File: src/common/tape_ctl_pkg.sv
package tape_ctl_pkg;

	// ============================================================
	// Code values
	localparam int          CODE_W           = 8;
	localparam logic [7:0] CODE_HALT        = 8'h0B;
	localparam logic [7:0] CODE_ALL7        = 8'h7F;
	localparam logic [7:0] BITS_AUX         = 8'h0C;
	localparam logic [7:0] BIT_HIGH         = 8'h80;
	localparam logic [7:0] CODE_SKIP_RESUME = 8'h79;
	localparam logic [7:0] CODE_PUNCH_ON    = 8'h7C;
	localparam logic [7:0] CODE_PUNCH_OFF   = 8'h76;

	// ============================================================
	// Register map and fields
	localparam int          REG_ADDR_W  = 4;
	localparam int          DATA_W      = 32;
	localparam logic [3:0] ADDR_CMD    = 4'h0;
	localparam logic [3:0] ADDR_STATUS = 4'h4;
	localparam logic [3:0] ADDR_LAST   = 4'h8;
	localparam int          CMD_ON_BIT  = 0;
	localparam int          CMD_OFF_BIT = 1;
	localparam int          ST_STATE_LSB = 0;
	localparam int          ST_PON_BIT  = 2;
	localparam int          ST_PERR_BIT = 3;
	localparam int          ST_OFF_BIT  = 4;
	localparam int          ST_ALL_BIT  = 5;
	localparam logic [1:0] RESP_OKAY   = 2'h0;
	localparam logic [1:0] RESP_SLVERR = 2'h2;

	// ============================================================
	// Timing
	localparam int CLK_MHZ        = 100;
	localparam int FEED_PERIOD_MS = 60;
	localparam int FEED_CYCLES    = FEED_PERIOD_MS * 1000 * CLK_MHZ;

	typedef enum logic [1:0] {ST_IDLE, ST_READ, ST_REPRO, ST_SKIP} reader_state_t;

endpackage : tape_ctl_pkg

File: src/common/code_check_if.sv
// Carries one code to the translator and its decoded meaning back
interface code_check_if;
	logic [7:0] code;
	logic       isHalt;
	logic       isSkipResume;
	logic       isPunchOn;
	logic       isPunchOff;
	modport decoder(input code, output isHalt, isSkipResume, isPunchOn, isPunchOff);
	modport user(output code, input isHalt, isSkipResume, isPunchOn, isPunchOff);
endinterface : code_check_if

File: src/design/code_translator.sv
module code_translator
	import tape_ctl_pkg::*;
(
	code_check_if.decoder chk
);

	// ============================================================
	// Function decode; anything not matched acts as a plain keylever
	// keylever or function
	assign chk.isHalt       = (chk.code == CODE_HALT);
	assign chk.isSkipResume = (chk.code == CODE_SKIP_RESUME);
	assign chk.isPunchOn    = (chk.code == CODE_PUNCH_ON);
	assign chk.isPunchOff   = (chk.code == CODE_PUNCH_OFF);

endmodule : code_translator

File: src/design/tape_reader_punch_control.sv
// The AXI4-Lite register port and the address map were decided locally.
module tape_reader_punch_control
	import tape_ctl_pkg::*;
#(
	parameter int FEED_CYCLES_P = FEED_CYCLES
) (
	input  wire logic                  clk,
	input  wire logic                  rst_n,
	input  wire logic                  ce,
	input  wire logic [REG_ADDR_W-1:0] awaddr,
	input  wire logic                  awvalid,
	output logic                       awready,
	input  wire logic [DATA_W-1:0]     wdata,
	input  wire logic [3:0]            wstrb,
	input  wire logic                  wvalid,
	output logic                       wready,
	output logic [1:0]                 bresp,
	output logic                       bvalid,
	input  wire logic                  bready,
	input  wire logic [REG_ADDR_W-1:0] araddr,
	input  wire logic                  arvalid,
	output logic                       arready,
	output logic [DATA_W-1:0]          rdata,
	output logic [1:0]                 rresp,
	output logic                       rvalid,
	input  wire logic                  rready,
	input  wire logic                  beginKey,
	input  wire logic                  haltKey,
	input  wire logic                  reproKey,
	input  wire logic                  skipKey,
	input  wire logic                  auxKey,
	input  wire logic                  haltCodeKey,
	input  wire logic                  feedKey,
	input  wire logic                  high_bit_word_end_key,
	input  wire logic                  switchAll,
	input  wire logic                  switchOff,
	input  wire logic                  keyStrobe,
	input  wire logic [7:0]            keyCode,
	input  wire logic                  readStrobe,
	input  wire logic [7:0]            readCode,
	output logic                       readerRun,
	output logic                       punchStrobe,
	output logic [7:0]                 punchCode,
	output logic                       punchLamp,
	output logic                       cpuStrobe,
	output logic [7:0]                 cpuCode,
	output logic                       cpuDirect,
	output logic                       wordEnd
);

	// ============================================================
	// Pin synchronisers
	localparam int P_BEGIN = 0;
	localparam int P_HALT  = 1;
	localparam int P_REPRO = 2;
	localparam int P_SKIP  = 3;
	localparam int P_AUX   = 4;
	localparam int P_HCODE = 5;
	localparam int P_FEED  = 6;
	localparam int P_HIGH  = 7;
	localparam int P_ALL   = 8;
	localparam int P_OFF   = 9;
	localparam int P_KSTB  = 10;
	localparam int P_RSTB  = 11;
	localparam int P_KCODE = 12;
	localparam int P_RCODE = 20;
	localparam int NPIN    = 28;

	logic [NPIN-1:0] pinRaw;
	logic [NPIN-1:0] syncB;
	logic [NPIN-1:0] syncPrev;

	assign pinRaw = {readCode, keyCode, readStrobe, keyStrobe, switchOff, switchAll,
		high_bit_word_end_key, feedKey, haltCodeKey, auxKey, skipKey, reproKey,
		haltKey, beginKey};

	// Codes pass the same two stages as their strobes, so they stay aligned
	genvar gi;
	generate
		for (gi = 0; gi < NPIN; gi++) begin : g_sync
			logic stageA;
			logic stageB;
			always_ff @(posedge clk or negedge rst_n) begin
				if (!rst_n) begin
					stageA <= 1'b0;
					stageB <= 1'b0;
				end else if (ce) begin
					stageA <= pinRaw[gi];
					stageB <= stageA;
				end
			end
			assign syncB[gi] = stageB;
		end
	endgenerate

	// Previous synchronised levels for edge detection
	always_ff @(posedge clk or negedge rst_n) begin
		if (!rst_n) begin
			syncPrev <= '0;
		end else if (ce) begin
			syncPrev <= syncB;
		end
	end

	// ============================================================
	// Key events
	logic       beginHeld;
	logic       beginRel;
	logic       haltRel;
	logic       reproPress;
	logic       skipPress;
	logic       haltCodeRel;
	logic       highHeld;
	logic       highRel;
	logic       keyEv;
	logic       rdEv;
	logic       swAll;
	logic       swOff;
	logic [7:0] keyCodeS;
	logic [7:0] rdCodeS;

	assign beginHeld   = syncB[P_BEGIN];
	assign beginRel    = syncPrev[P_BEGIN] & ~syncB[P_BEGIN];
	assign haltRel     = syncPrev[P_HALT] & ~syncB[P_HALT];
	assign reproPress  = syncB[P_REPRO] & ~syncPrev[P_REPRO];
	assign skipPress   = syncB[P_SKIP] & ~syncPrev[P_SKIP];
	assign haltCodeRel = syncPrev[P_HCODE] & ~syncB[P_HCODE];
	assign highHeld    = syncB[P_HIGH];
	assign highRel     = syncPrev[P_HIGH] & ~syncB[P_HIGH];
	assign keyEv       = syncB[P_KSTB] & ~syncPrev[P_KSTB];
	assign rdEv        = syncB[P_RSTB] & ~syncPrev[P_RSTB];
	assign swAll       = syncB[P_ALL];
	assign swOff       = syncB[P_OFF];
	assign keyCodeS    = syncB[P_KCODE +: 8];
	assign rdCodeS     = syncB[P_RCODE +: 8];

	// ============================================================
	// Tape feed repeat timer
	logic [31:0] feedCnt;
	logic        feedFire;

	assign feedFire = syncB[P_FEED] && (feedCnt == 32'h0);

	always_ff @(posedge clk or negedge rst_n) begin
		if (!rst_n) begin
			feedCnt <= 32'h0;
		end else if (ce) begin
			if (!syncB[P_FEED])
				feedCnt <= 32'h0;
			else if (feedFire)
				feedCnt <= 32'(FEED_CYCLES_P - 1);
			else
				feedCnt <= feedCnt - 32'h1;
		end
	end

	// ============================================================
	// Reader control and translation
	reader_state_t state;
	reader_state_t next_state;
	logic          rdUse;
	code_check_if  chk();

	code_translator u_translator (
		.chk(chk.decoder)
	);

	// A reader code arriving with a feed, halt-code or keylever event is dropped; the panel wins
	assign rdUse    = rdEv && (state != ST_IDLE) && !(feedFire || haltCodeRel || keyEv);
	assign chk.code = keyEv ? keyCodeS : rdCodeS;

	// Next reader state; halt key has top priority
	always_comb begin
		next_state = state;
		if (haltRel)
			next_state = ST_IDLE;
		else if (reproPress)
			next_state = ST_REPRO;
		else if (skipPress)
			next_state = ST_SKIP;
		else if (beginRel && state == ST_IDLE)
			next_state = ST_READ;
		else if (rdUse) begin
			case (state)
				ST_READ, ST_REPRO: if (chk.isHalt) next_state = ST_IDLE;
				ST_SKIP: if (chk.isSkipResume) next_state = ST_READ;
				default: next_state = state;
			endcase
		end
	end

	always_ff @(posedge clk or negedge rst_n) begin
		if (!rst_n) begin
			state <= ST_IDLE;
		end else if (ce) begin
			state <= next_state;
		end
	end

	always_ff @(posedge clk or negedge rst_n) begin
		if (!rst_n) begin
			readerRun <= 1'b0;
		end else if (ce) begin
			readerRun <= (next_state != ST_IDLE) && !beginHeld;
		end
	end

	// ============================================================
	// Code event selection
	logic       evValid;
	logic [7:0] evCode;
	logic       evCpu;
	logic       evDirect;
	logic       evCtl;

	always_comb begin
		evValid  = 1'b0;
		evCode   = 8'h00;
		evCpu    = 1'b0;
		evDirect = 1'b0;
		evCtl    = 1'b0;
		if (feedFire) begin
			evValid = 1'b1;
			evCode  = CODE_ALL7;
		end else if (haltCodeRel) begin
			evValid = 1'b1;
			evCode  = CODE_HALT;
		end else if (keyEv) begin
			evValid = 1'b1;
			evCode  = keyCodeS | (syncB[P_AUX] ? BITS_AUX : 8'h00) | (highHeld ? BIT_HIGH : 8'h00);
			evCpu   = 1'b1;
			evCtl   = chk.isPunchOn || chk.isPunchOff;
		end else if (rdUse && state != ST_SKIP) begin
			evValid  = 1'b1;
			evCode   = rdCodeS;
			evCpu    = 1'b1;
			evDirect = (state == ST_REPRO);
			evCtl    = (state == ST_READ) && (chk.isPunchOn || chk.isPunchOff);
		end
	end

	// ============================================================
	// Punch enable
	logic selOn;
	logic punchOn;
	logic cmdOn;
	logic cmdOff;

	assign punchOn = swAll ? 1'b1 : (swOff ? 1'b0 : selOn);

	always_ff @(posedge clk or negedge rst_n) begin
		if (!rst_n) begin
			selOn <= 1'b0;
		end else if (ce) begin
			if (cmdOn || (evCtl && chk.isPunchOn))
				selOn <= 1'b1;
			else if (cmdOff || (evCtl && chk.isPunchOff))
				selOn <= 1'b0;
		end
	end

	// Punch and processor outputs; control keylevers punch only under all
	always_ff @(posedge clk or negedge rst_n) begin
		if (!rst_n) begin
			punchStrobe <= 1'b0;
			punchCode   <= 8'h00;
			cpuStrobe   <= 1'b0;
			cpuCode     <= 8'h00;
			cpuDirect   <= 1'b0;
			punchLamp   <= 1'b0;
		end else if (ce) begin
			punchStrobe <= evValid && punchOn && !(evCtl && !swAll);
			punchCode   <= evCode;
			cpuStrobe   <= evValid && evCpu;
			cpuCode     <= evCode;
			cpuDirect   <= evDirect;
			punchLamp   <= punchOn;
		end
	end

	// ============================================================
	// Word end from the high-bit key used alone
	logic highUsed;

	always_ff @(posedge clk or negedge rst_n) begin
		if (!rst_n) begin
			highUsed <= 1'b0;
			wordEnd  <= 1'b0;
		end else if (ce) begin
			wordEnd <= highRel && !highUsed && !keyEv;
			if (highRel)
				highUsed <= 1'b0;
			else if (highHeld && keyEv)
				highUsed <= 1'b1;
		end
	end

	// ============================================================
	// Parity check and last punched code
	logic       parityErr;
	logic       clrPerr;
	logic [7:0] lastCode;

	always_ff @(posedge clk or negedge rst_n) begin
		if (!rst_n) begin
			parityErr <= 1'b0;
			lastCode  <= 8'h00;
		end else if (ce) begin
			if (punchStrobe && !(^punchCode))
				parityErr <= 1'b1;
			else if (clrPerr)
				parityErr <= 1'b0;
			if (punchStrobe)
				lastCode <= punchCode;
		end
	end

	// ============================================================
	// AXI4-Lite write channel
	logic [REG_ADDR_W-1:0] awAddrQ;
	logic [DATA_W-1:0]     wDataQ;
	logic                  wLaneQ;
	logic                  doWrite;

	// Both halves held and no response pending
	assign doWrite = !awready && !wready && !bvalid;
	assign cmdOn   = doWrite && awAddrQ == ADDR_CMD && wLaneQ && wDataQ[CMD_ON_BIT];
	assign cmdOff  = doWrite && awAddrQ == ADDR_CMD && wLaneQ && wDataQ[CMD_OFF_BIT];
	assign clrPerr = doWrite && awAddrQ == ADDR_STATUS && wLaneQ && wDataQ[ST_PERR_BIT];

	always_ff @(posedge clk or negedge rst_n) begin
		if (!rst_n) begin
			awready <= 1'b1;
			wready  <= 1'b1;
			bvalid  <= 1'b0;
			bresp   <= RESP_OKAY;
			awAddrQ <= '0;
			wDataQ  <= '0;
			wLaneQ  <= 1'b0;
		end else if (ce) begin
			if (awvalid && awready) begin
				awready <= 1'b0;
				awAddrQ <= awaddr;
			end
			if (wvalid && wready) begin
				wready <= 1'b0;
				wDataQ <= wdata;
				wLaneQ <= wstrb[0];
			end
			if (doWrite) begin
				bvalid <= 1'b1;
				bresp  <= (awAddrQ == ADDR_CMD || awAddrQ == ADDR_STATUS || awAddrQ == ADDR_LAST)
					? RESP_OKAY : RESP_SLVERR;
			end else if (bvalid && bready) begin
				bvalid  <= 1'b0;
				awready <= 1'b1;
				wready  <= 1'b1;
			end
		end
	end

	// ============================================================
	// AXI4-Lite read channel
	logic [DATA_W-1:0] next_rdata;
	logic              next_rerr;

	always_comb begin
		next_rdata = '0;
		next_rerr  = 1'b0;
		case (araddr)
			ADDR_CMD: next_rdata[CMD_ON_BIT] = selOn;
			ADDR_STATUS: begin
				next_rdata[ST_STATE_LSB +: 2] = state;
				next_rdata[ST_PON_BIT]        = punchOn;
				next_rdata[ST_PERR_BIT]       = parityErr;
				next_rdata[ST_OFF_BIT]        = swOff;
				next_rdata[ST_ALL_BIT]        = swAll;
			end
			ADDR_LAST: next_rdata[7:0] = lastCode;
			default: next_rerr = 1'b1;
		endcase
	end

	always_ff @(posedge clk or negedge rst_n) begin
		if (!rst_n) begin
			arready <= 1'b1;
			rvalid  <= 1'b0;
			rdata   <= '0;
			rresp   <= RESP_OKAY;
		end else if (ce) begin
			if (arvalid && arready) begin
				arready <= 1'b0;
				rvalid  <= 1'b1;
				rdata   <= next_rdata;
				rresp   <= next_rerr ? RESP_SLVERR : RESP_OKAY;
			end else if (rvalid && rready) begin
				rvalid  <= 1'b0;
				arready <= 1'b1;
			end
		end
	end
endmodule : tape_reader_punch_control

File: config.mk
export PLATFORM = sky130hd
export DESIGN_NAME = tape_reader_punch_control
export DESIGN_NICKNAME = d
export VERILOG_FILES = /design/src/common/tape_ctl_pkg.sv /design/src/common/code_check_if.sv /design/src/design/code_translator.sv /design/src/design/tape_reader_punch_control.sv
export SDC_FILE = /design/constraint.sdc
export NUM_CORES = 1
export LEC_CHECK = 0
export ABC_AREA = 1
export BUFFER_PORTS_ARGS = -buffer_cell sky130_fd_sc_hd__clkbuf_2
export CAP_MARGIN = 5
export CORE_ASPECT_RATIO = 0.7
export CORE_UTILIZATION = 56
export CTS_CLUSTER_SIZE = 14
export DETAILED_ROUTE_END_ITERATION = 8
export PLACE_DENSITY = 0.81
export SLEW_MARGIN = 20
export SYNTH_ARGS = -nofsm -noshare
export SYNTH_HDL_FRONTEND = slang
export SYNTH_SLANG_ARGS = --single-unit
File: constraint.sdc
create_clock -name clk -period 2.6 [get_ports clk]
set_input_delay 0 -clock clk [delete_from_list [all_inputs] [get_ports clk]]
set_output_delay 0 -clock clk [all_outputs]
set_load 0.05 [all_outputs]
; Word-level counts from Yosys, hierarchy flattened
; Index checks and enable logic that the tools add are counted.
[word_totals]
ram_bits = 0
regBits = 153
latchBits = 0
mem_count = 0
input_bits = 80
wordCells = 240
mem_bits_ro = 0
output_inout_bits = 63
[classes]
n_bitwise = 18
eq_ne = 12
n_lt_le_gt_ge = 0
mul = 0
n_mux = 56
shift = 0
div_mod_pow = 0
add_sub_neg = 1
n_reduce_logical = 72
[op_table]
columns = operator, count
row1 = two-way mux 32 bit, 2
row2 = two-way mux 8 bit, 6
row3 = two-way mux 1 bit, 34
row4 = zero test 32 bit, 1
row5 = subtractor 32 x 1 -> 32 bit (second input constant), 1
row6 = logical AND 1 bit, 31
row7 = == test 8 x 7 -> 1 bit (second input constant), 3
row8 = two-way mux 2 bit, 10
row9 = AND reduction 2 bit, 10
row10 = nonzero test 2 bit, 7
row11 = zero test 1 bit, 10
row12 = case mux 5 bit (2 select lines), 1
row13 = bitwise AND 1 bit, 8
row14 = == test 4 x 3 -> 1 bit (second input constant), 2
row15 = == test 4 bit (second input constant), 2
row16 = == test 8 x 4 -> 1 bit (second input constant), 1
row17 = zero test 4 bit, 2
row18 = inverter 1 bit, 8
row19 = OR 8 x 4 -> 8 bit, 1
row20 = OR 8 bit, 1
row21 = XOR reduction 8 bit, 1
row22 = logical OR 1 bit, 7
row23 = == test 2 bit (second input constant), 2
row24 = two-way mux 4 bit, 1
row25 = 7 further kinds, 7

; Logic depth before layout (Yosys ltp)
; Gate-level depths: netlist (run 1).
[logic_depth]
depth_word = 15
depth_mapped = 17
ltp_nobuf = 17

; Hierarchy
; Synthesis (run 1) repeated with hierarchy kept, for this count alone.
[unflattened]
cells_unflattened = 897
area_unflattened_um2 = 7370.8
[by_module_without_submodules]
columns = mod, seq_area_each_um2, instances, area_per_inst_um2, cells_per_inst
row1 = tape_reader_punch_control, 3657.3, 1, 7260.7, 869
row2 = code_translator, 0.0, 1, 110.1, 28

; Least setup slack after synthesis (run 1)
; Ideal clock, no wire load.
[synth_timing]
kind = reg2reg
from = register feedCnt[0]
to = register feedCnt[22]
stages_incl_launch_ff = 13
setup_time_ps = 141
path_buffers = 0
slack_ps = 827
arrival_ps = 1632
path_cell_list = dfrtp_1 inv_1 ha_1 nand2_1 nor2_2 inv_2 nor2_1 nand3_1 inv_1 nand3_1 xor2_1 nor2_1 o22ai_1
[synth_between]
elab_chain_len = 4
elab_cells_between_ends = 5
[synth_rtl]
columns = element, line
row1 = from (decl), tape_reader_punch_control.sv:139  ; logic [31:0] feedCnt;
row2 = from (signal assigned), tape_reader_punch_control.sv:151  ; feedCnt <= 32'(FEED_CYCLES_P - 1);
row3 = from (signal assigned), tape_reader_punch_control.sv:153  ; feedCnt <= feedCnt - 32'h1;
row4 = "parallel branches: the longest is 2 deep, another holds subtractor 32 x 1 -> 32 bit", -
row5 = two-way mux 32 bit *, tape_reader_punch_control.sv:150  ; else if (feedFire)
row6 = two-way mux 32 bit *, tape_reader_punch_control.sv:148  ; if (!syncB[P_FEED])
; Every way passes the cells marked *.
; A chain may end at the register's enable or synchronous reset.

; Worst setup path after layout (run 1)
; Same ends and word-level chain as after synthesis.

==> impl_metrics.yaml, run 1 <==
finish:
  fillers: 981
  drive_gt1_frac: 0.182
  nNetsFinal: 1119
  n_antenna_cell: 0
  area_delta_synth_final_pct: 20.3
clock_tree:
  cts_tree: "yes"
  clk_pin_slew_worst_paths_ns: 0.06
  post_cts_buffers: 0
  cts_root_buf: "clkbuf_16"
  post_cts_resized: 0
  clockBufferDepth: 2
  cts-buffers-inserted: 17
  cts_sinks: 146
  clk_latency_ns: 0.43
  cts_max_level: 4
synth:
  synth_flop_cell: "dfrtp_1"
  syn-cell-area_um2: 7390
  synthArstFlopShare: 1.00
  synth_top_family_by_area: "simple AND/OR/NAND/NOR gates"
  synth_top_cell_by_area: "dfrtp_1"
  synth_area_leaders: "dfrtp_1 (48%), nand2_1 (14%), inv_1 (4.6%), nor2_1 (3.9%), buf_4 (3.6%)"
  ys_warn_count: 0
  ys_ff_latch: 146
  yosys-top-cells-count: "nand2_1 (272), dfrtp_1 (143), inv_1 (91)"
  syn_avg_cell_area_um2: 8.12
  synth_mux_area_frac: 0.0120
  synth-simple-area-share: 0.261
  synth_most_common_cell: "nand2_1"
  yosys.area.top_type_share: 0.484
  synth_seq_area_share: 0.495
  synthDistinctLibCells: 47
  synth_compound_area_frac: 0.0838
  synth_edf_count: 0
  synth_xor_area_frac: 0.0308
  synthCells: 910
  synthAdderAreaFrac: 0.0102
hold_path:
  min_path_type: "input pin to flop"
  hp-start: "araddr[0]"
timing:
  setup_viol: 0
  period_share: 0.819
  rsz0062_at_grt: "false"
  tightestPinTransition_ns: 0.611
  slew_violations: 0
  period_needed_ns: 2.13
  slew_headroom: 0.592
  setup_tns_ns: 0
  hold_viol: 0
  fmax_mhz: 470
  fin_worst_skew_ns: 0.00912
  holdWs_ns: 0.0458
run:
  maxCapViolations: 0
place:
  place.port_buffers: 84
  globalplace.congestion: 0.914
  hpwlAfterDp_um: 11000
floorplan:
  ios: 143
  start_util: 0.585
  core_um2: 12600
  rows: 34
  die_h_um: 98.1
  die_area_um2: 13700
  die_x_um: 139
detailed_routing:
  final_antenna_net_count: 0
  dr_total_vias: 6187
  viasPerCell: 5.12
  drtIter0Drc: 373
  drt-wirelength-per-cell_um: 13.6
  drt_wl_total_um: 16400
  detail_route.first_pass.iterations: 5
  drc_errors: 0
setup_path:
  path_max_fanout: 5
  crit_type: "flop to flop"
  startpoint_type: "flop"
  cp-end-kind: "flop"
  crit_start: "feedCnt[0]"
  cp.arrival_ns: 2.41
  rr_startpoint: "feedCnt[0]"
  cp_data_required_time_ns: 2.88
global_routing:
  grtUsageTotal: 0.259
  antenna_found_initial: 0
  grt_pass1_vias: 5730
  grt_max_degree: 62
  overflow: 0
  grt_pass1_wl_um: 27900
power_and_ir_drop:
  peakVddDrop_mv: 0.551
  p_leak_uw: 0.00468
  p_per_area_nw_per_um2: 994
status:
  outcome: "finished clean"
[worst paths after layout]
| check | end | slack (ns) | cells past startpoint |
|---|---|---|---|
| worst min register to register | g_sync[11].stageA | 0.47 | 2 |
| worst max-delay path | feedCnt[22] | 0.47 | 12 |
| worst min-delay path | rdata[0] | 0.05 | 6 |
| min in group asynchronous | feedCnt[16] | 0.12 | 2 |
| worst max register to register | feedCnt[22] | 0.47 | 12 |
| max in group asynchronous | awready | 1.74 | 3 |
[state kept, by name, indices dropped and copies added, names as in the netlist, 2 cells and up]
| signal | cells |
|---|---|
| g_sync.stageB | 27 |
| syncPrev | 8 |
| state | 2 |
| g_sync.stageA | 28 |
| awAddrQ | 4 |
| lastCode | 8 |
| wDataQ | 3 |
| cpuCode | 8 |
| rdata | 8 |
| feedCnt | 32 |
[layer usage]
layer  up-vias  wire length, um  global-route usage
met5         -                0                   0
met4         0              199              0.0838
li1       3056                -                   -
met3        21              854              0.0515
met1      2931             7890               0.373
met2       179             7440               0.395
[cell type report]
| type | count | area, um^2 | share of cell area |
|---|---|---|---|
| well taps | 162 | 203 | 0.0228 |
| flip-flops and latches | 146 | 3660 | 0.411 |
| repair buffers | 142 | 995 | 0.112 |
| clock buffers | 17 | 425 | 0.0478 |
| inverters | 106 | 399 | 0.0449 |
| clock inverters | 15 | 181 | 0.0204 |
| multi-input cells | 620 | 3040 | 0.341 |
[worst max-delay path: stages, from the launching register on]
cell and delay (ns):
dfrtp_1 0.35, inv_1 0.14, ha_1 0.25, nand2_1 0.14
nor2_2 0.18, inv_2 0.05, nor2_1 0.20, nand3_1 0.16
inv_1 0.10, nand3_1 0.09, xor2_1 0.16, nor2_1 0.09
o22ai_1 0.07
[per-stage QoR]
step	setup slack [ns]	power [uW]	cells	cell area [um^2]	util
6_report	0.471	8840	1208	8900	0.704
5_1_grt	0.221	9410	1208	8900	0.704
4_1_cts	0.473	8840	1208	8900	0.704
3_5_place_dp	0.500	6220	1129	7820	0.619
3_3_place_gp	0.575	6130	1129	7820	0.619
2_1_floorplan	0.827	5590	935	7490	-
[report_power, final]
part | internal [uW] | switching (uW)
clock network | 1520 | 993
logic | 1010 | 2160
registers | 2790 | 374
total | 5310 | 3530
[cell usage in the layout, fill, tap and decap left out, drive strengths merged]
cell type and instances:
bufinv 3, o21a 2, clkinvlp 4, a32o 2, nor4 5, o31ai 1
buf 13, dlygate4sd3 47, xor2 24, a22oi 6, a31oi 1, dfrtp 143
a211oi 1, nor2 87, inv 107, conb 26, o22ai 19, nor3 14
xnor2 2, or2 1, a21oi 20, dfstp 3, mux2 7, nand4 6
clkbuf 99, mux2i 1, a311oi 1, o21bai 1, o32ai 1, o21ai 51
nand2 294, clkinv 7, ha 6, nand3 41
[repair_timing]
item	in CTS	in global routing
hold endpoints to repair	112	0
setup endpoints to repair	0	0
hold buffers	47	0
[kinds of logic (layout without fill, tap and decap cells)]
family | after synthesis | in the layout
buffers and inverters | 169 | 280
multiplexers | 8 | 8
adder cells (fa/ha/maj) | 6 | 6
AND/OR/NAND/NOR | 448 | 448
other | 1 | 26
flip-flops | 146 | 146
XOR/XNOR | 26 | 26
AO/OA/AOI/OAI | 106 | 106
(Power assumes the default switching activity.)
==> inputs of run 2 (changes only) <==
- ABC_AREA: 1 -> 0
- CORE_UTILIZATION: 56 -> 55
- PLACE_DENSITY: 0.81 -> 0.8
- clock period: 2.6 -> 2.06 ns (I/O delays scaled with it)
==> impl_metrics.yaml, run 2 <==
status:
  outcome: "finished with violations"
  violations: "negative hold slack, negative setup slack"
finish:
  largestRegisters: "feedCnt: 32 flops, g_sync.stageA: 28 flops, g_sync.stageB: 27 flops"
  nNetsFinal: 930
  final_cell_mix: "dfrtp_1 (143), clkbuf_2 (82), mux2_2 (78), buf_4 (64), nand2_1 (59)"
  drive_gt1_frac: 0.410
  largest_reg_flops: 32
  final_common_cell: "dfrtp_1"
  area_delta_synth_final_pct: 34.4
  regMostFlops: "feedCnt"
  final_cells: 1019
  n_antenna_cell: 0
detailed_routing:
  drt_wl_total_um: 20400
  drc_errors: 0
  dr_total_vias: 6108
  drt-wirelength-per-cell_um: 20.0
  detail_route.first_pass.iterations: 6
  final_antenna_net_count: 0
  drtIter0Drc: 605
  viasPerCell: 5.99
clock_tree:
  clk_pin_slew_worst_paths_ns: 0.06
  cts_max_level: 4
  cts_root_buf: "clkbuf_16"
  cts_tree: "yes"
  clk_latency_ns: 0.43
  cts-buffers-inserted: 17
  cts_sinks: 146
  clockBufferDepth: 2
setup_path:
  cpMostUsedCell: "or4_4"
  path_max_fanout: 5
  cp.arrival_ns: 2.85
  cp-end-kind: "flop"
  crit_chain: "or4_4 > or4_4 > or4_4 > buf_6 > buf_6 > nand2_4 > a21oi_2 > a21oi_1"
  cp_data_required_time_ns: 2.41
  max_stage_delay_ns: 0.53
  startpoint_type: "flop"
  crit_type: "flop to flop"
  slowest_stage: "or4_4"
power_and_ir_drop:
  p_leak_uw: 0.00430
  p_per_area_nw_per_um2: 1370
  peakVddDrop_mv: 0.891
synth:
  syn-cell-area_um2: 7070
  synth_top_cell_by_area: "dfrtp_1"
  synth_edf_count: 0
  synth_most_common_cell: "dfrtp_1"
  yosys-top-cells-count: "dfrtp_1 (143), mux2_2 (79), nand2_1 (64)"
  synthDistinctLibCells: 61
  synth_area_leaders: "dfrtp_1 (51%), mux2_2 (13%), buf_4 (3.7%), nand2_1 (3.4%), a21oi_1 (3.0%)"
  yosys.area.top_type_share: 0.506
  syn_avg_cell_area_um2: 10.9
  ys_warn_count: 0
  synth_flop_cell: "dfrtp_1"
  synth_seq_area_share: 0.517
  synthArstFlopShare: 1.00
  ys_ff_latch: 146
  synthCells: 651
global_routing:
  grt_pass1_wl_um: 30400
  overflow: 0
  grtUsageTotal: 0.300
  grt_pass1_vias: 5973
  grt_max_degree: 143
  antenna_found_initial: 1
timing:
  slew_headroom: 0.206
  holdWs_ns: -0.0138
  worst_slack_ns: -0.437
  fin_worst_skew_ns: 0.00741
  slew_violations: 0
  setup_viol: 47
  rsz0062_at_grt: "true"
  period_share: 1.21
  fmax_mhz: 401
  hold_viol: 17
  period_needed_ns: 2.50
  setup_tns_ns: -15.06
  tightestPinTransition_ns: 1.19
floorplan:
  core_um2: 12500
  rows: 34
  start_util: 0.568
  die_h_um: 96.9
  die_area_um2: 13300
  die_x_um: 138
  ios: 143
place:
  globalplace.congestion: 0.899
  place.port_buffers: 84
  hpwlAfterDp_um: 11300
  placed_cells: 928
hold_path:
  min_path_type: "input pin to asynchronous set/reset pin"
run:
  maxCapViolations: 0
## run 2: layer usage
| metal | part of all wire | global-route usage | vias to the layer above |
|---|---|---|---|
| li1 | - | - | 2635 |
| met1 | 0.40 | 0.387 | 2965 |
| met2 | 0.47 | 0.468 | 395 |
| met3 | 0.080 | 0.0708 | 113 |
| met4 | 0.050 | 0.160 | 0 |
| met5 | 0 | 0 | - |
## run 2: stage by stage
| step | setup slack (ns) | utilization | hold WS, ns | power (uW) | area (um^2) |
|---|---|---|---|---|---|
| 4_1_cts | -0.375 | 0.746 | 0.00599 | 12400 | 9300 |
| 5_1_grt | -0.491 | 0.763 | 0.0117 | 13500 | 9510 |
| 2_1_floorplan | -0.415 | - | -0.296 | 7110 | 7180 |
| 3_5_place_dp | -0.393 | 0.641 | -0.131 | 8820 | 7990 |
| 6_report | -0.437 | 0.763 | -0.0138 | 13000 | 9510 |
| 3_3_place_gp | -0.314 | 0.641 | -0.135 | 8610 | 7990 |
## run 2: cells by family after synthesis
logic type,share of synthesized area
buffers and inverters,0.0623
muxes,0.129
xor gates and xnor gates,0.0260
other,0.000530
AOI/OAI and AO/OA,0.102
DFF,0.517
and+or+nand+nor,0.153
adders and majority gates,0.0106
## run 2: worst max-delay path: cells and delay by family (launching register included)
family | cells | cell delay (ns)
buffers and inverters | 2 | 0.28
flip-flops | 1 | 0.38
AND/OR/NAND/NOR | 4 | 1.55
AO/OA/AOI/OAI | 2 | 0.21
## run 2: timing repair
action                                 4_1_cts  5_1_grt
pin swaps                                   20       16
hold buffers                                47        0
endpoints found under the hold margin      187        0
setup endpoints to repair                   47       47
buffers inserted                            10        4
gates resized for setup                     37       49
## run 2: power by group
part	total [uW]	internal (uW)	switching [uW]	leakage, uW
Combinational	5590	2450	3140	0.00221
Sequential	4250	3590	664	0.00181
Clock	3200	1940	1260	0.000287
## run 2: layout make-up
class                      instances  area (um^2)
inverter                          17         63.8
tap                              162          203
fill                             714         2960
clock inverter                    12          158
timing repair buffer             210         1600
multi-input combinational        452         3380
clock buffer                      20          447
sequential                       146         3660
## run 2: path summary, 6_finish.rpt
kind | from | end | slack, ns | cells past startpoint
worst max-delay path | feedCnt[25] | feedCnt[20] | -0.44 | 8
worst min-delay path | rst_n | punchLamp | -0.01 | 2
worst max register to register | feedCnt[25] | feedCnt[20] | -0.44 | 8
worst min register to register | g_sync[3].stageA | g_sync[3].stageB | 0.49 | 2
max in group asynchronous | rst_n | awready | 1.45 | 3
min in group clk | araddr[0] | rdata[4] | 0.12 | 4
